$ cat src/verilog/scsw_pkg.sv
// Constants and types for the system clock switch with fail-safe monitor
// Operation
// - Select 00 uses configured oscillator, 01 secondary, 1x internal block
// - Any reset clears the clock select field to zero
// - Automatic switches never change the clock select field
// - Start-up status is 1 only while holding low before, or running from, the configured external source
// - Secondary oscillator runs only while its enable bit is set
// - Crystal modes count 1024 oscillator cycles before use as system clock
// - Two-speed start-up is off for all non-crystal modes
// - Count reaching 1024 while awake sets status and moves to external clock
// - Sleep during start-up aborts the count and keeps status cleared
// - Two-speed needs switchover bit set, select 00 and crystal mode
// - Two-speed entered after power-up delay and every wake from sleep
// - Run internal, count, wait internal fall, set status, hold, then switch
// - Switch delays: 2 edges for clock inputs, one of each for LF, 2 us HF
// - Monitor watches all external sources, only after start-up timer expired
// - Monitor sample clock is the low-frequency internal clock divided by 64
// - Latch set on external fall, cleared on sample rise, empty half fails
// - Failure moves clock to internal source, sets flag, flag gates interrupt
// - Fail-safe internal frequency is the currently selected internal frequency
// - Stay internal after failure until a restart succeeds
// - Reset, sleep or select change restarts the timer; only reset and sleep clear fail-safe at once
// - Software clears fail flag before switching back; hardware sets it again
package scsw_pkg;

	localparam logic [2:0] MODE_LOW_XTAL = 3'h0;
	localparam logic [2:0] MODE_STD_XTAL = 3'h1;
	localparam logic [2:0] MODE_FAST_XTAL = 3'h2;
	localparam logic [2:0] MODE_EXT_CLK = 3'h3;
	localparam logic [2:0] MODE_INT = 3'h4;
	localparam logic [2:0] MODE_RES_CAP = 3'h5;

	localparam logic [1:0] SEL_DEFAULT = 2'h0;
	localparam logic [1:0] SEL_SECONDARY = 2'h1;
	localparam int SEL_INT_BIT = 1;
	localparam logic [1:0] SEL_RESET = 2'h0;

	localparam logic [3:0] IFS_RESET = 4'h7;
	localparam logic [2:0] IFS_LF_CODE = 3'h0;

	localparam int STARTUP_CYCLES = 1024;
	localparam logic [10:0] STARTUP_LAST = 11'(STARTUP_CYCLES - 1);

	localparam int CLK_PERIOD_NS = 40;
	localparam int HF_DELAY_NS = 2000;
	localparam int HF_DELAY_CYC = (HF_DELAY_NS + CLK_PERIOD_NS - 1) / CLK_PERIOD_NS;
	localparam logic [5:0] HF_LAST = 6'(HF_DELAY_CYC - 1);
	localparam int EXT_STAB_EDGES = 2;
	localparam logic [5:0] EXT_LAST = 6'(EXT_STAB_EDGES - 1);
	localparam logic [5:0] LF_LAST = 6'h01;

	localparam int FS_DIVIDE = 64;
	localparam logic [5:0] FS_RISE = 6'(FS_DIVIDE / 2 - 1);
	localparam logic [5:0] FS_FALL = 6'(FS_DIVIDE - 1);

	typedef enum logic [1:0] {SRC_EXT, SRC_SEC, SRC_INT} scsw_src_t;

	typedef struct packed {
		logic [2:0] osc_mode;
		logic two_speed;
		logic fail_mon;
	} scsw_cfg_t;

	typedef struct packed {
		logic ext;
		logic sec;
		logic intl;
		logic lf;
	} scsw_osc_t;

endpackage
$ cat src/verilog/scsw_clock_switch.sv
// System clock source switch with two-speed start-up and fail-safe monitor
`timescale 1ns/100ps
module scsw_clock_switch (
	// Clock and reset
	input wire logic clk,
	input wire logic rst,
	input wire logic clk_en,
	// Configuration and power events
	input wire scsw_pkg::scsw_cfg_t cfg,
	input wire logic power_delay_done,
	input wire logic sleep_cmd,
	input wire logic wake_event,
	// Software controls
	input wire logic sel_wr,
	input wire logic [1:0] sel_wdata,
	input wire logic [3:0] int_freq_select,
	input wire logic secondary_osc_enable,
	input wire logic osc_fail_irq_enable,
	input wire logic osc_fail_clear,
	// Oscillator levels
	input wire scsw_pkg::scsw_osc_t osc,
	input wire logic sec_osc_stable,
	// Status
	output logic [1:0] sys_clk_select,
	output logic startup_timer_status,
	output logic secondary_osc_ready,
	output logic secondary_osc_run,
	output logic osc_fail_flag,
	output logic osc_fail_irq,
	output logic fail_safe_active,
	output logic [3:0] int_freq_active,
	// Clock control
	output scsw_pkg::scsw_src_t sys_src,
	output logic clk_hold_low,
	output logic cpu_run
);

	typedef enum logic [3:0] {
		ST_PWRUP, ST_SLEEP, ST_START, ST_COUNT, ST_COUNT_INT,
		ST_INT_FALL, ST_HOLD, ST_STAB, ST_EXT, ST_SEC, ST_INT
	} scsw_state_t;

	scsw_state_t state;
	scsw_pkg::scsw_src_t tgt;
	scsw_pkg::scsw_osc_t osc_prev;
	logic [10:0] startup_cnt;
	logic [5:0] stab_cnt;
	logic [5:0] fs_div;
	logic fs_latch;
	logic fs_armed;

	logic ext_fall;
	logic sec_fall;
	logic int_fall;
	logic lf_fall;
	logic lf_rise;
	logic crystal;
	logic two_speed_ok;
	logic sel_change;
	logic cnt_edge;
	logic lf_sel;
	logic stab_step;
	logic [5:0] stab_last;
	logic mon_active;
	logic mon_fall;
	logic sample_rise;
	logic sample_fall;
	logic fail_pulse;

	// Oscillator levels arrive in the clk domain, so edges are plain compares
	assign ext_fall = osc_prev.ext && !osc.ext;
	assign sec_fall = osc_prev.sec && !osc.sec;
	assign int_fall = osc_prev.intl && !osc.intl;
	assign lf_fall = osc_prev.lf && !osc.lf;
	assign lf_rise = !osc_prev.lf && osc.lf;

	assign crystal = (cfg.osc_mode == scsw_pkg::MODE_LOW_XTAL) ||
		(cfg.osc_mode == scsw_pkg::MODE_STD_XTAL) ||
		(cfg.osc_mode == scsw_pkg::MODE_FAST_XTAL);
	assign two_speed_ok = cfg.two_speed && crystal &&
		(sys_clk_select == scsw_pkg::SEL_DEFAULT);

	assign sel_change = sel_wr && (sel_wdata != sys_clk_select);
	assign cnt_edge = (tgt == scsw_pkg::SRC_SEC) ? sec_fall : ext_fall;
	assign lf_sel = (int_freq_select[3:1] == scsw_pkg::IFS_LF_CODE);

	// Stabilization step and length per target
	always_comb begin
		if (tgt == scsw_pkg::SRC_INT) begin
			stab_step = lf_sel ? (lf_fall || (stab_cnt != 6'h00)) : 1'b1;
			stab_last = lf_sel ? scsw_pkg::LF_LAST : scsw_pkg::HF_LAST;
		end else begin
			stab_step = ext_fall;
			stab_last = scsw_pkg::EXT_LAST;
		end
	end

	// Select field moves only on software writes
	always_ff @(posedge clk) begin
		if (rst) begin
			sys_clk_select <= scsw_pkg::SEL_RESET;
		end else if (clk_en && sel_wr) begin
			sys_clk_select <= sel_wdata;
		end
	end

	// Source sequencer
	always_ff @(posedge clk) begin
		if (rst) begin
			state <= ST_PWRUP;
			tgt <= scsw_pkg::SRC_INT;
			startup_timer_status <= 1'b0;
			fail_safe_active <= 1'b0;
			startup_cnt <= 11'h000;
			stab_cnt <= 6'h00;
		end else if (clk_en) begin
			if (sleep_cmd) begin
				state <= ST_SLEEP;
				startup_timer_status <= 1'b0;
				fail_safe_active <= 1'b0;
			end else if (sel_change) begin
				state <= ST_START;
				startup_timer_status <= 1'b0;
			end else if (fail_pulse) begin
				state <= ST_INT;
				fail_safe_active <= 1'b1;
				startup_timer_status <= 1'b0;
			end else begin
				case (state)
				ST_PWRUP: begin
					if (power_delay_done) begin
						state <= ST_START;
					end
				end
				ST_SLEEP: begin
					if (wake_event) begin
						state <= ST_START;
					end
				end
				ST_START: begin
					startup_cnt <= 11'h000;
					stab_cnt <= 6'h00;
					if (sys_clk_select[scsw_pkg::SEL_INT_BIT]) begin
						tgt <= scsw_pkg::SRC_INT;
						state <= ST_STAB;
					end else if (sys_clk_select == scsw_pkg::SEL_SECONDARY) begin
						tgt <= scsw_pkg::SRC_SEC;
						state <= ST_COUNT;
					end else if (crystal) begin
						tgt <= scsw_pkg::SRC_EXT;
						state <= two_speed_ok ? ST_COUNT_INT : ST_COUNT;
					end else if (cfg.osc_mode == scsw_pkg::MODE_INT) begin
						tgt <= scsw_pkg::SRC_INT;
						state <= ST_STAB;
					end else begin
						tgt <= scsw_pkg::SRC_EXT;
						state <= ST_STAB;
					end
				end
				ST_COUNT, ST_COUNT_INT: begin
					if (cnt_edge) begin
						startup_cnt <= startup_cnt + 11'h001;
						if (startup_cnt == scsw_pkg::STARTUP_LAST) begin
							if (state == ST_COUNT_INT) begin
								state <= ST_INT_FALL;
							end else if (tgt == scsw_pkg::SRC_SEC) begin
								state <= ST_SEC;
								fail_safe_active <= 1'b0;
							end else begin
								state <= ST_EXT;
								startup_timer_status <= 1'b1;
								fail_safe_active <= 1'b0;
							end
						end
					end
				end
				ST_INT_FALL: begin
					if (int_fall) begin
						state <= ST_HOLD;
						startup_timer_status <= 1'b1;
					end
				end
				ST_HOLD: begin
					if (ext_fall) begin
						state <= ST_EXT;
						fail_safe_active <= 1'b0;
					end
				end
				ST_STAB: begin
					if (stab_step) begin
						stab_cnt <= stab_cnt + 6'h01;
						if (stab_cnt == stab_last) begin
							fail_safe_active <= 1'b0;
							if (tgt == scsw_pkg::SRC_INT) begin
								state <= ST_INT;
							end else begin
								state <= ST_EXT;
								startup_timer_status <= 1'b1;
							end
						end
					end
				end
				default: begin
					// Running states hold until an event
					state <= state;
				end
				endcase
			end
		end
	end

	// Source decode; hold-low stretches the old clock
	always_comb begin
		case (state)
		ST_EXT: sys_src = scsw_pkg::SRC_EXT;
		ST_SEC: sys_src = scsw_pkg::SRC_SEC;
		default: sys_src = scsw_pkg::SRC_INT;
		endcase
	end
	assign clk_hold_low = (state == ST_HOLD);
	// Restart after a failure keeps executing on the internal block while counting, not in ST_STAB
	assign cpu_run = (state == ST_EXT) || (state == ST_SEC) || (state == ST_INT) ||
		(state == ST_COUNT_INT) || (state == ST_INT_FALL) ||
		((state == ST_COUNT) && fail_safe_active);

	// Monitor only once the start-up timer expired
	assign mon_active = cfg.fail_mon && ((state == ST_EXT) || (state == ST_SEC));
	assign mon_fall = (state == ST_SEC) ? sec_fall : ext_fall;
	assign sample_rise = lf_rise && (fs_div == scsw_pkg::FS_RISE);
	assign sample_fall = lf_rise && (fs_div == scsw_pkg::FS_FALL);
	assign fail_pulse = mon_active && fs_armed && sample_fall && !fs_latch && !mon_fall;

	// Fail detector; arming avoids a false trip on a half seen only in part
	always_ff @(posedge clk) begin
		if (rst) begin
			fs_div <= 6'h00;
			fs_latch <= 1'b0;
			fs_armed <= 1'b0;
		end else if (clk_en) begin
			if (lf_rise) begin
				fs_div <= fs_div + 6'h01;
			end
			// Set on external fall, clear on sample rise
			if (mon_fall) begin
				fs_latch <= 1'b1;
			end else if (sample_rise) begin
				fs_latch <= 1'b0;
			end
			if (!mon_active) begin
				fs_armed <= 1'b0;
			end else if (sample_rise) begin
				fs_armed <= 1'b1;
			end
		end
	end

	always_ff @(posedge clk) begin
		if (rst) begin
			osc_fail_flag <= 1'b0;
		end else if (clk_en) begin
			if (fail_pulse) begin
				osc_fail_flag <= 1'b1;
			end else if (osc_fail_clear) begin
				osc_fail_flag <= 1'b0;
			end
		end
	end
	assign osc_fail_irq = osc_fail_flag && osc_fail_irq_enable;

	// Sampled levels and status copies
	always_ff @(posedge clk) begin
		if (rst) begin
			osc_prev <= '0;
			secondary_osc_run <= 1'b0;
			secondary_osc_ready <= 1'b1;
			int_freq_active <= scsw_pkg::IFS_RESET;
		end else if (clk_en) begin
			osc_prev <= osc;
			secondary_osc_run <= secondary_osc_enable;
			// Ready seen by software; idle secondary reads ready
			secondary_osc_ready <= secondary_osc_enable ? sec_osc_stable : 1'b1;
			if (sys_src == scsw_pkg::SRC_INT) begin
				int_freq_active <= int_freq_select;
			end
		end
	end

	chk_sel_reset: assert property (@(posedge clk) disable iff (rst)
		$fell(rst) |-> sys_clk_select == scsw_pkg::SEL_RESET)
		else $error("select not cleared by reset");
	chk_sel_auto: assert property (@(posedge clk) disable iff (rst)
		clk_en && fail_pulse && !sel_wr |=> $stable(sys_clk_select))
		else $error("automatic switch changed select");
	chk_status_src: assert property (@(posedge clk) disable iff (rst)
		startup_timer_status |-> (state == ST_HOLD) || (state == ST_EXT))
		else $error("status set while not external");
	chk_startup_count: assert property (@(posedge clk) disable iff (rst)
		(state == ST_INT_FALL) && ($past(state) != ST_INT_FALL) |->
		$past(startup_cnt) == scsw_pkg::STARTUP_LAST)
		else $error("start-up count ended early");
	chk_two_speed_mode: assert property (@(posedge clk) disable iff (rst)
		state == ST_COUNT_INT |-> crystal && cfg.two_speed)
		else $error("two-speed outside crystal mode");
	chk_sleep_abort: assert property (@(posedge clk) disable iff (rst)
		clk_en && sleep_cmd |=> (state == ST_SLEEP) && !startup_timer_status)
		else $error("sleep did not abort start-up");
	chk_fail_gate: assert property (@(posedge clk) disable iff (rst)
		fail_pulse |-> cfg.fail_mon && (startup_timer_status || (state == ST_SEC)))
		else $error("failure detected while monitor idle");
	chk_fail_internal: assert property (@(posedge clk) disable iff (rst)
		$rose(fail_safe_active) && !$past(sel_change) |->
		(sys_src == scsw_pkg::SRC_INT) && osc_fail_flag)
		else $error("fail-safe without internal source and flag");
	chk_flag_wins: assert property (@(posedge clk) disable iff (rst)
		clk_en && fail_pulse && osc_fail_clear |=> osc_fail_flag)
		else $error("clear beat a failure");

endmodule

$ cat config.mk
export PLATFORM = sky130hd
export DESIGN_NAME = scsw_clock_switch
export DESIGN_NICKNAME = d
export VERILOG_FILES = /design/src/verilog/scsw_pkg.sv /design/src/verilog/scsw_clock_switch.sv
export SDC_FILE = /design/constraint.sdc
export NUM_CORES = 1
export LEC_CHECK = 0
export ABC_CLOCK_PERIOD_IN_PS = 6300
export BUFFER_PORTS_ARGS = -buffer_cell sky130_fd_sc_hd__buf_4
export CAP_MARGIN = 20
export CORE_MARGIN = 2
export CORE_UTILIZATION = 60
export CTS_CLUSTER_SIZE = 30
export DETAILED_ROUTE_END_ITERATION = 10
export HOLD_SLACK_MARGIN = 0.05
export PLACE_DENSITY = 0.84
export RECOVER_POWER = 50
export SLEW_MARGIN = 0
export SYNTH_ARGS = -nofsm -noshare
export SYNTH_HDL_FRONTEND = slang
export SYNTH_SLANG_ARGS = --single-unit
export TNS_END_PERCENT = 30
$ cat constraint.sdc
create_clock -name clk -period 6.3 [get_ports clk]
set_input_delay 0.315 -clock clk [delete_from_list [all_inputs] [get_ports clk]]
set_output_delay 0.315 -clock clk [all_outputs]
set_load 0.01 [all_outputs]
==> reports/qor.yml, run 1 <==
area_delta_synth_final_pct: 14.2
endpoint_kind: "register"
synth_compound_area_share_pct: 14.7
worst_slew_pin_slew_ps: 1000
slew_viol_final: 0
synthArstFlopShare_pct: 0
fmax_mhz: 346
cp.required_ps: 6530
rsz0062_at_grt: "no"
max-slew-margin-rel_pct: 33.1
synth_mux_area_share_pct: 5.26
drtIter0Drc: 266
grt_start_max_net_pins: 26
start_util_pct: 62.5
synth_top_area_cell: "dfxtp_1"
skew_ps: 9.91
die_area_um2: 4700
avgRoutedWirePerCell_um: 14.2
min_path_type: "in2reg"
clock_sinks: 46
synthTopCellsByArea: "dfxtp_1, nand2_1, nor2_1"
place_ws_ps: 3740
synth_top_flop_cell: "dfxtp_1"
num_rows: 23
fin_nets: 373
dpl.hpwl_um: 4060
synth_top_area_share_pct: 36.8
p_switching_uw: 150
criticalPathCategory: "in2reg"
cts_hold_buf: 0
finalHoldViolations: 0
ys_seq_area_share_pct: 36.8
root_buffer: "clkbuf_8"
synthAdderAreaFrac_pct: 2.50
setup_slack_ps: 3410
cp.arrival_ps: 3120
wl_um: 5590
cts-htree-levels: 2
cts_buffer_depth: 2
fin_crit_ps: 2890
synth_simple_gate_area_share_pct: 30.1
ir_worst_vdd_mv: 0.158
placed_cell_area_um2: 2790
synth_top_family_by_area: "simple AND/OR/NAND/NOR gates"
numCtsBuffers: 5
n_antenna_cell: 0
ys_types: 52
p_leak_uw: 0.00102
clk_pin_slew_worst_paths_ps: 90
start_kind: "input port"
insertion_delay_ps: 300
ys_ff_latch: 46
vias: 2319
antenna_found_initial: 0
track_usage_pct: 25.0
cts_tree: "built"
synth.most_common_cell: "dfxtp_1"
synth_cells: 311
cts_resized: 0
die_y_um: 68.6
ys_top_cells_by_count: "dfxtp_1, nand2_1, nor2_1, a21oi_1, nand3_1"
p_sw_share_pct: 25.1
syn_area_um2: 2500
drtPass1Iterations: 4
p_int_uw: 446
drc_errors: 0
die_w_um: 68.6
p_comb_share_pct: 11.6
finalCritPeriodShare_pct: 45.8
port_buffers: 41
cp_max_fo: 23
setup_tns_ps: 0
status: "finished, final reports clean"
syn-num-nets: 342
maxCapViolCount: 0
ioPinCount: 42
drive_gt1_share_pct: 12.8
grt_pass1_wl_um: 8830
power_density_nw_per_um2: 209
place.gp.congestion: 0.942
core-area_um2: 4000
avgSynthCellArea_um2: 8.04
grt_pass1_vias: 1950
detail-route-antenna-nets: 0
hold_slack_ps: 238
final_area_um2: 2860
clkPwrFrac_pct: 36.8
synth_edf_count: 0
grt_overflow: 0
synth_xor_area_share_pct: 5.61
ys_warn_count: 0
seq_power_share_pct: 51.6
routed_via_density: 5.90
final_core_util_pct: 71.4
post_cts_buffers: 0
setup_viol: 0
[path summary, 6_finish.rpt]
kind              cells after the start               start             endpoint  slack [ps]
setup / recovery                      6              clk_en       startup_cnt[5]        3410
hold / removal                        3      sec_osc_stable  secondary_osc_ready         240
setup reg to reg                      6            state[2]       startup_cnt[5]        3690
hold reg to reg                       2  int_freq_active[3]   int_freq_active[3]         470
[flip-flops by register name (all words and copies together) (netlist names), 2 cells and up]
register         cells
int_freq_active      4
tgt                  2
startup_cnt         11
fs_div               6
sys_clk_select       2
state                4
osc_prev             4
stab_cnt             6
[placed cells by master (no fill, tap or decap), types with 9 or more instances in the layout]
master	Yosys	layout
clkbuf_1	13	13
a21oi_1	22	22
inv_1	12	12
mux2i_1	12	12
nand2_1	36	36
nor2_1	34	34
nand3_1	18	18
dfxtp_1	46	46
nor4_1	9	9
xnor2_1	13	13
buf_4	0	29
[cell families (layout without fill, tap and decap cells)]
group,count (synthesis),count (layout)
flip-flops,46,46
XOR/XNOR,16,16
AO/OA/AOI/OAI,56,56
multiplexers,13,13
AND/OR/NAND/NOR,146,146
adder cells (fa/ha/maj),5,5
buffers and inverters,29,61
[per-layer routing]
layer  wire, um  part of all wire, %  global-route usage [%]  vias to the layer above
li1           -                    -                       -                     1167
met1       2610                   47                    35.3                     1089
met2       2620                   47                    38.2                       58
met3        296                  5.3                    5.52                        5
met4         56                  1.0                    7.00                        0
met5          0                    0                       0                        -
[critical path, stage by stage]
cell      delay [ps]
clkbuf_1         730
inv_1            340
or3_1            630
or3_1            480
or4_1            480
a21oi_1          140
[stage by stage]
stage          total power [uW]  instances
3_3_place_gp                383        385
6_report                    596        393
3_5_place_dp                385        385
2_1_floorplan               356        311
4_1_cts                     601        393
5_1_grt                     621        393
[power groups by stage]
| stage | Clock (uW) | Sequential, uW | Combinational (uW) |
|---|---|---|---|
| 2_1_floorplan | 0 | 311 | 45.6 |
| 3_3_place_gp | 0 | 313 | 69.3 |
| 3_5_place_dp | 0 | 314 | 70.8 |
| 4_1_cts | 223 | 307 | 71.1 |
| 5_1_grt | 236 | 309 | 76.2 |
| 6_report | 219 | 307 | 69.1 |
[area by class of cell]
cell class	instances	area, um2
multi-input cells	236	1450
fillers	331	1140
flip-flops and latches	46	921
repair buffers	41	263
clock buffers	6	72.6
well taps	50	62.6
inverters	12	45.0
clock inverters	2	37.5
(Power assumes the default switching activity.)
==> run 2, diff against run 1 <==
--- a/config.mk
+++ b/config.mk
@@ -5,15 +5,15 @@
 export SDC_FILE = /design/constraint.sdc
 export NUM_CORES = 1
 export LEC_CHECK = 0
-export ABC_CLOCK_PERIOD_IN_PS = 6300
+export ABC_CLOCK_PERIOD_IN_PS = 2500
 export BUFFER_PORTS_ARGS = -buffer_cell sky130_fd_sc_hd__buf_4
 export CAP_MARGIN = 20
 export CORE_MARGIN = 2
-export CORE_UTILIZATION = 60
+export CORE_UTILIZATION = 50
 export CTS_CLUSTER_SIZE = 30
 export DETAILED_ROUTE_END_ITERATION = 10
 export HOLD_SLACK_MARGIN = 0.05
-export PLACE_DENSITY = 0.84
+export PLACE_DENSITY = 0.75
 export RECOVER_POWER = 50
 export SLEW_MARGIN = 0
 export SYNTH_ARGS = -nofsm -noshare
==> constraint.sdc (replaced) <==
create_clock -name clk -period 2.5 [get_ports clk]
set_input_delay 0.125 -clock clk [delete_from_list [all_inputs] [get_ports clk]]
set_output_delay 0.125 -clock clk [all_outputs]
set_load 0.01 [all_outputs]
==> run 2 against run 1 <==
Sequential power grew to 2.5 times the previous value. Combinational power grew to 2.8 times the previous value. Wire length is 11% higher. Final cell count is 6.9% higher. Critical path type is now reg2reg. Critical endpoint unchanged. Largest cell class unchanged.
==> reports/qor.yml, run 2 (same netlist as run 1, synthesis figures left out) <==
status: "finished, final reports clean"
die_w_um: 74.7
clock_sinks: 46
cp_cell_sequence: "and4bb_1 -> mux2i_1 -> and4_4 -> or3_1 -> or4_1 -> a21oi_1"
slew_viol_final: 0
skew_ps: 8.04
insertion_delay_ps: 300
cts_buffer_depth: 2
cp.arrival_ps: 2530
fin_nets: 383
max_flop_register: "startup_cnt"
grt_overflow: 0
grt_pass1_vias: 2321
criticalPathCategory: "reg2reg"
avgRoutedWirePerCell_um: 14.7
hold_slack_ps: 69.8
grt_pass1_wl_um: 10200
start_kind: "register"
numCtsBuffers: 5
endpoint_kind: "register"
port_buffers: 41
cp_slowest_cell: "dfxtp_1"
track_usage_pct: 23.5
reg.largest.list: "startup_cnt x11, fs_div x6, stab_cnt x6"
worst_slew_pin_slew_ps: 669
start_util_pct: 52.2
finalPower_uw: 1640
core-area_um2: 4790
rsz0062_at_grt: "no"
critPathMaxStageDelay_ps: 500
routed_via_density: 5.69
cp_max_fo: 9
root_buffer: "clkbuf_8"
setup_tns_ps: 0
drive_gt1_share_pct: 15.6
n_antenna_cell: 0
num_rows: 25
fmax_mhz: 433
dpl.hpwl_um: 4550
area_delta_synth_final_pct: 19.4
power_density_nw_per_um2: 548
drtIter0Drc: 244
place.gp.congestion: 0.885
cp.required_ps: 2730
fin_crit_ps: 2310
finalHoldViolations: 0
fill_cells: 458
max-slew-margin-rel_pct: 54.8
ioPinCount: 42
ir_worst_vdd_mv: 0.381
largest_reg_flops: 11
vias: 2389
final_common_cell: "dfxtp_1"
final_core_util_pct: 62.4
drtPass1Iterations: 4
min_path_type: "in2reg"
antenna_found_initial: 0
maxCapViolCount: 0
post_cts_buffers: 0
detail-route-antenna-nets: 0
die_area_um2: 5580
setup_viol: 0
layout_common_cells: "dfxtp_1, nand2_1, buf_4"
cts_tree: "built"
drc_errors: 0
die_y_um: 74.7
clk_pin_slew_worst_paths_ps: 90
wl_um: 6190
cts-htree-levels: 2
finalCritPeriodShare_pct: 92.4
p_leak_uw: 0.00109
grt_start_max_net_pins: 26
[run 2: layout make-up]
| cell class | instances | area [um2] | share of cell area, % |
|---|---|---|---|
| clock buffers | 6 | 82.6 | 2.77 |
| well taps | 67 | 83.8 | 2.81 |
| clock inverters | 2 | 60.1 | 2.01 |
| inverters | 12 | 45.0 | 1.51 |
| flip-flops and latches | 46 | 923 | 30.9 |
| multi-input cells | 236 | 1450 | 48.7 |
| repair buffers | 51 | 337 | 11.3 |
[run 2: path summary, 6_finish.rpt]
kind	start	endpoint	slack, ps	depth (start not counted)
hold / removal	int_freq_select[1]	int_freq_active[1]	70	3
setup / recovery	state[3]	startup_cnt[5]	190	6
hold reg to reg	int_freq_active[3]	int_freq_active[3]	460	2
setup reg to reg	state[3]	startup_cnt[5]	190	6
[run 2: repair_timing]
action                                 CTS  global route
hold buffers                             1             0
endpoints found under the hold margin    1             0
gates resized for setup                  0             2
setup endpoints to repair                0             1
[run 2: report_power, final]
part	internal [uW]	switching [uW]	total (uW)
combinational	86.6	110	196
clock	426	245	671
sequential	751	19.4	770
total	1260	374	1640
[run 2: per-stage QoR]
stage,std cells,setup WS [ps],instance area (um2)
final,420,191,2990
after global routing,420,68.1,2990
after CTS,420,140,3030
after detailed placement,411,147,2880
after global placement,411,219,2880
after floorplan,311,231,2500
[run 2: layer usage]
| layer | share of wire, % | vias to the layer above | GRT usage, % |
|---|---|---|---|
| li1 | - | 1186 | - |
| met1 | 47 | 1133 | 31.9 |
| met2 | 48 | 61 | 38.2 |
| met3 | 4.1 | 9 | 4.55 |
| met4 | 1.4 | 0 | 6.55 |
| met5 | 0 | - | 0 |
[run 2: worst max-delay path, delay by kind of cell (launching register included)]
kind             cells  cell delay (ps)
AND/OR/NAND/NOR      4             1470
multiplexers         1              110
AO/OA/AOI/OAI        1              150
flip-flops           1              500
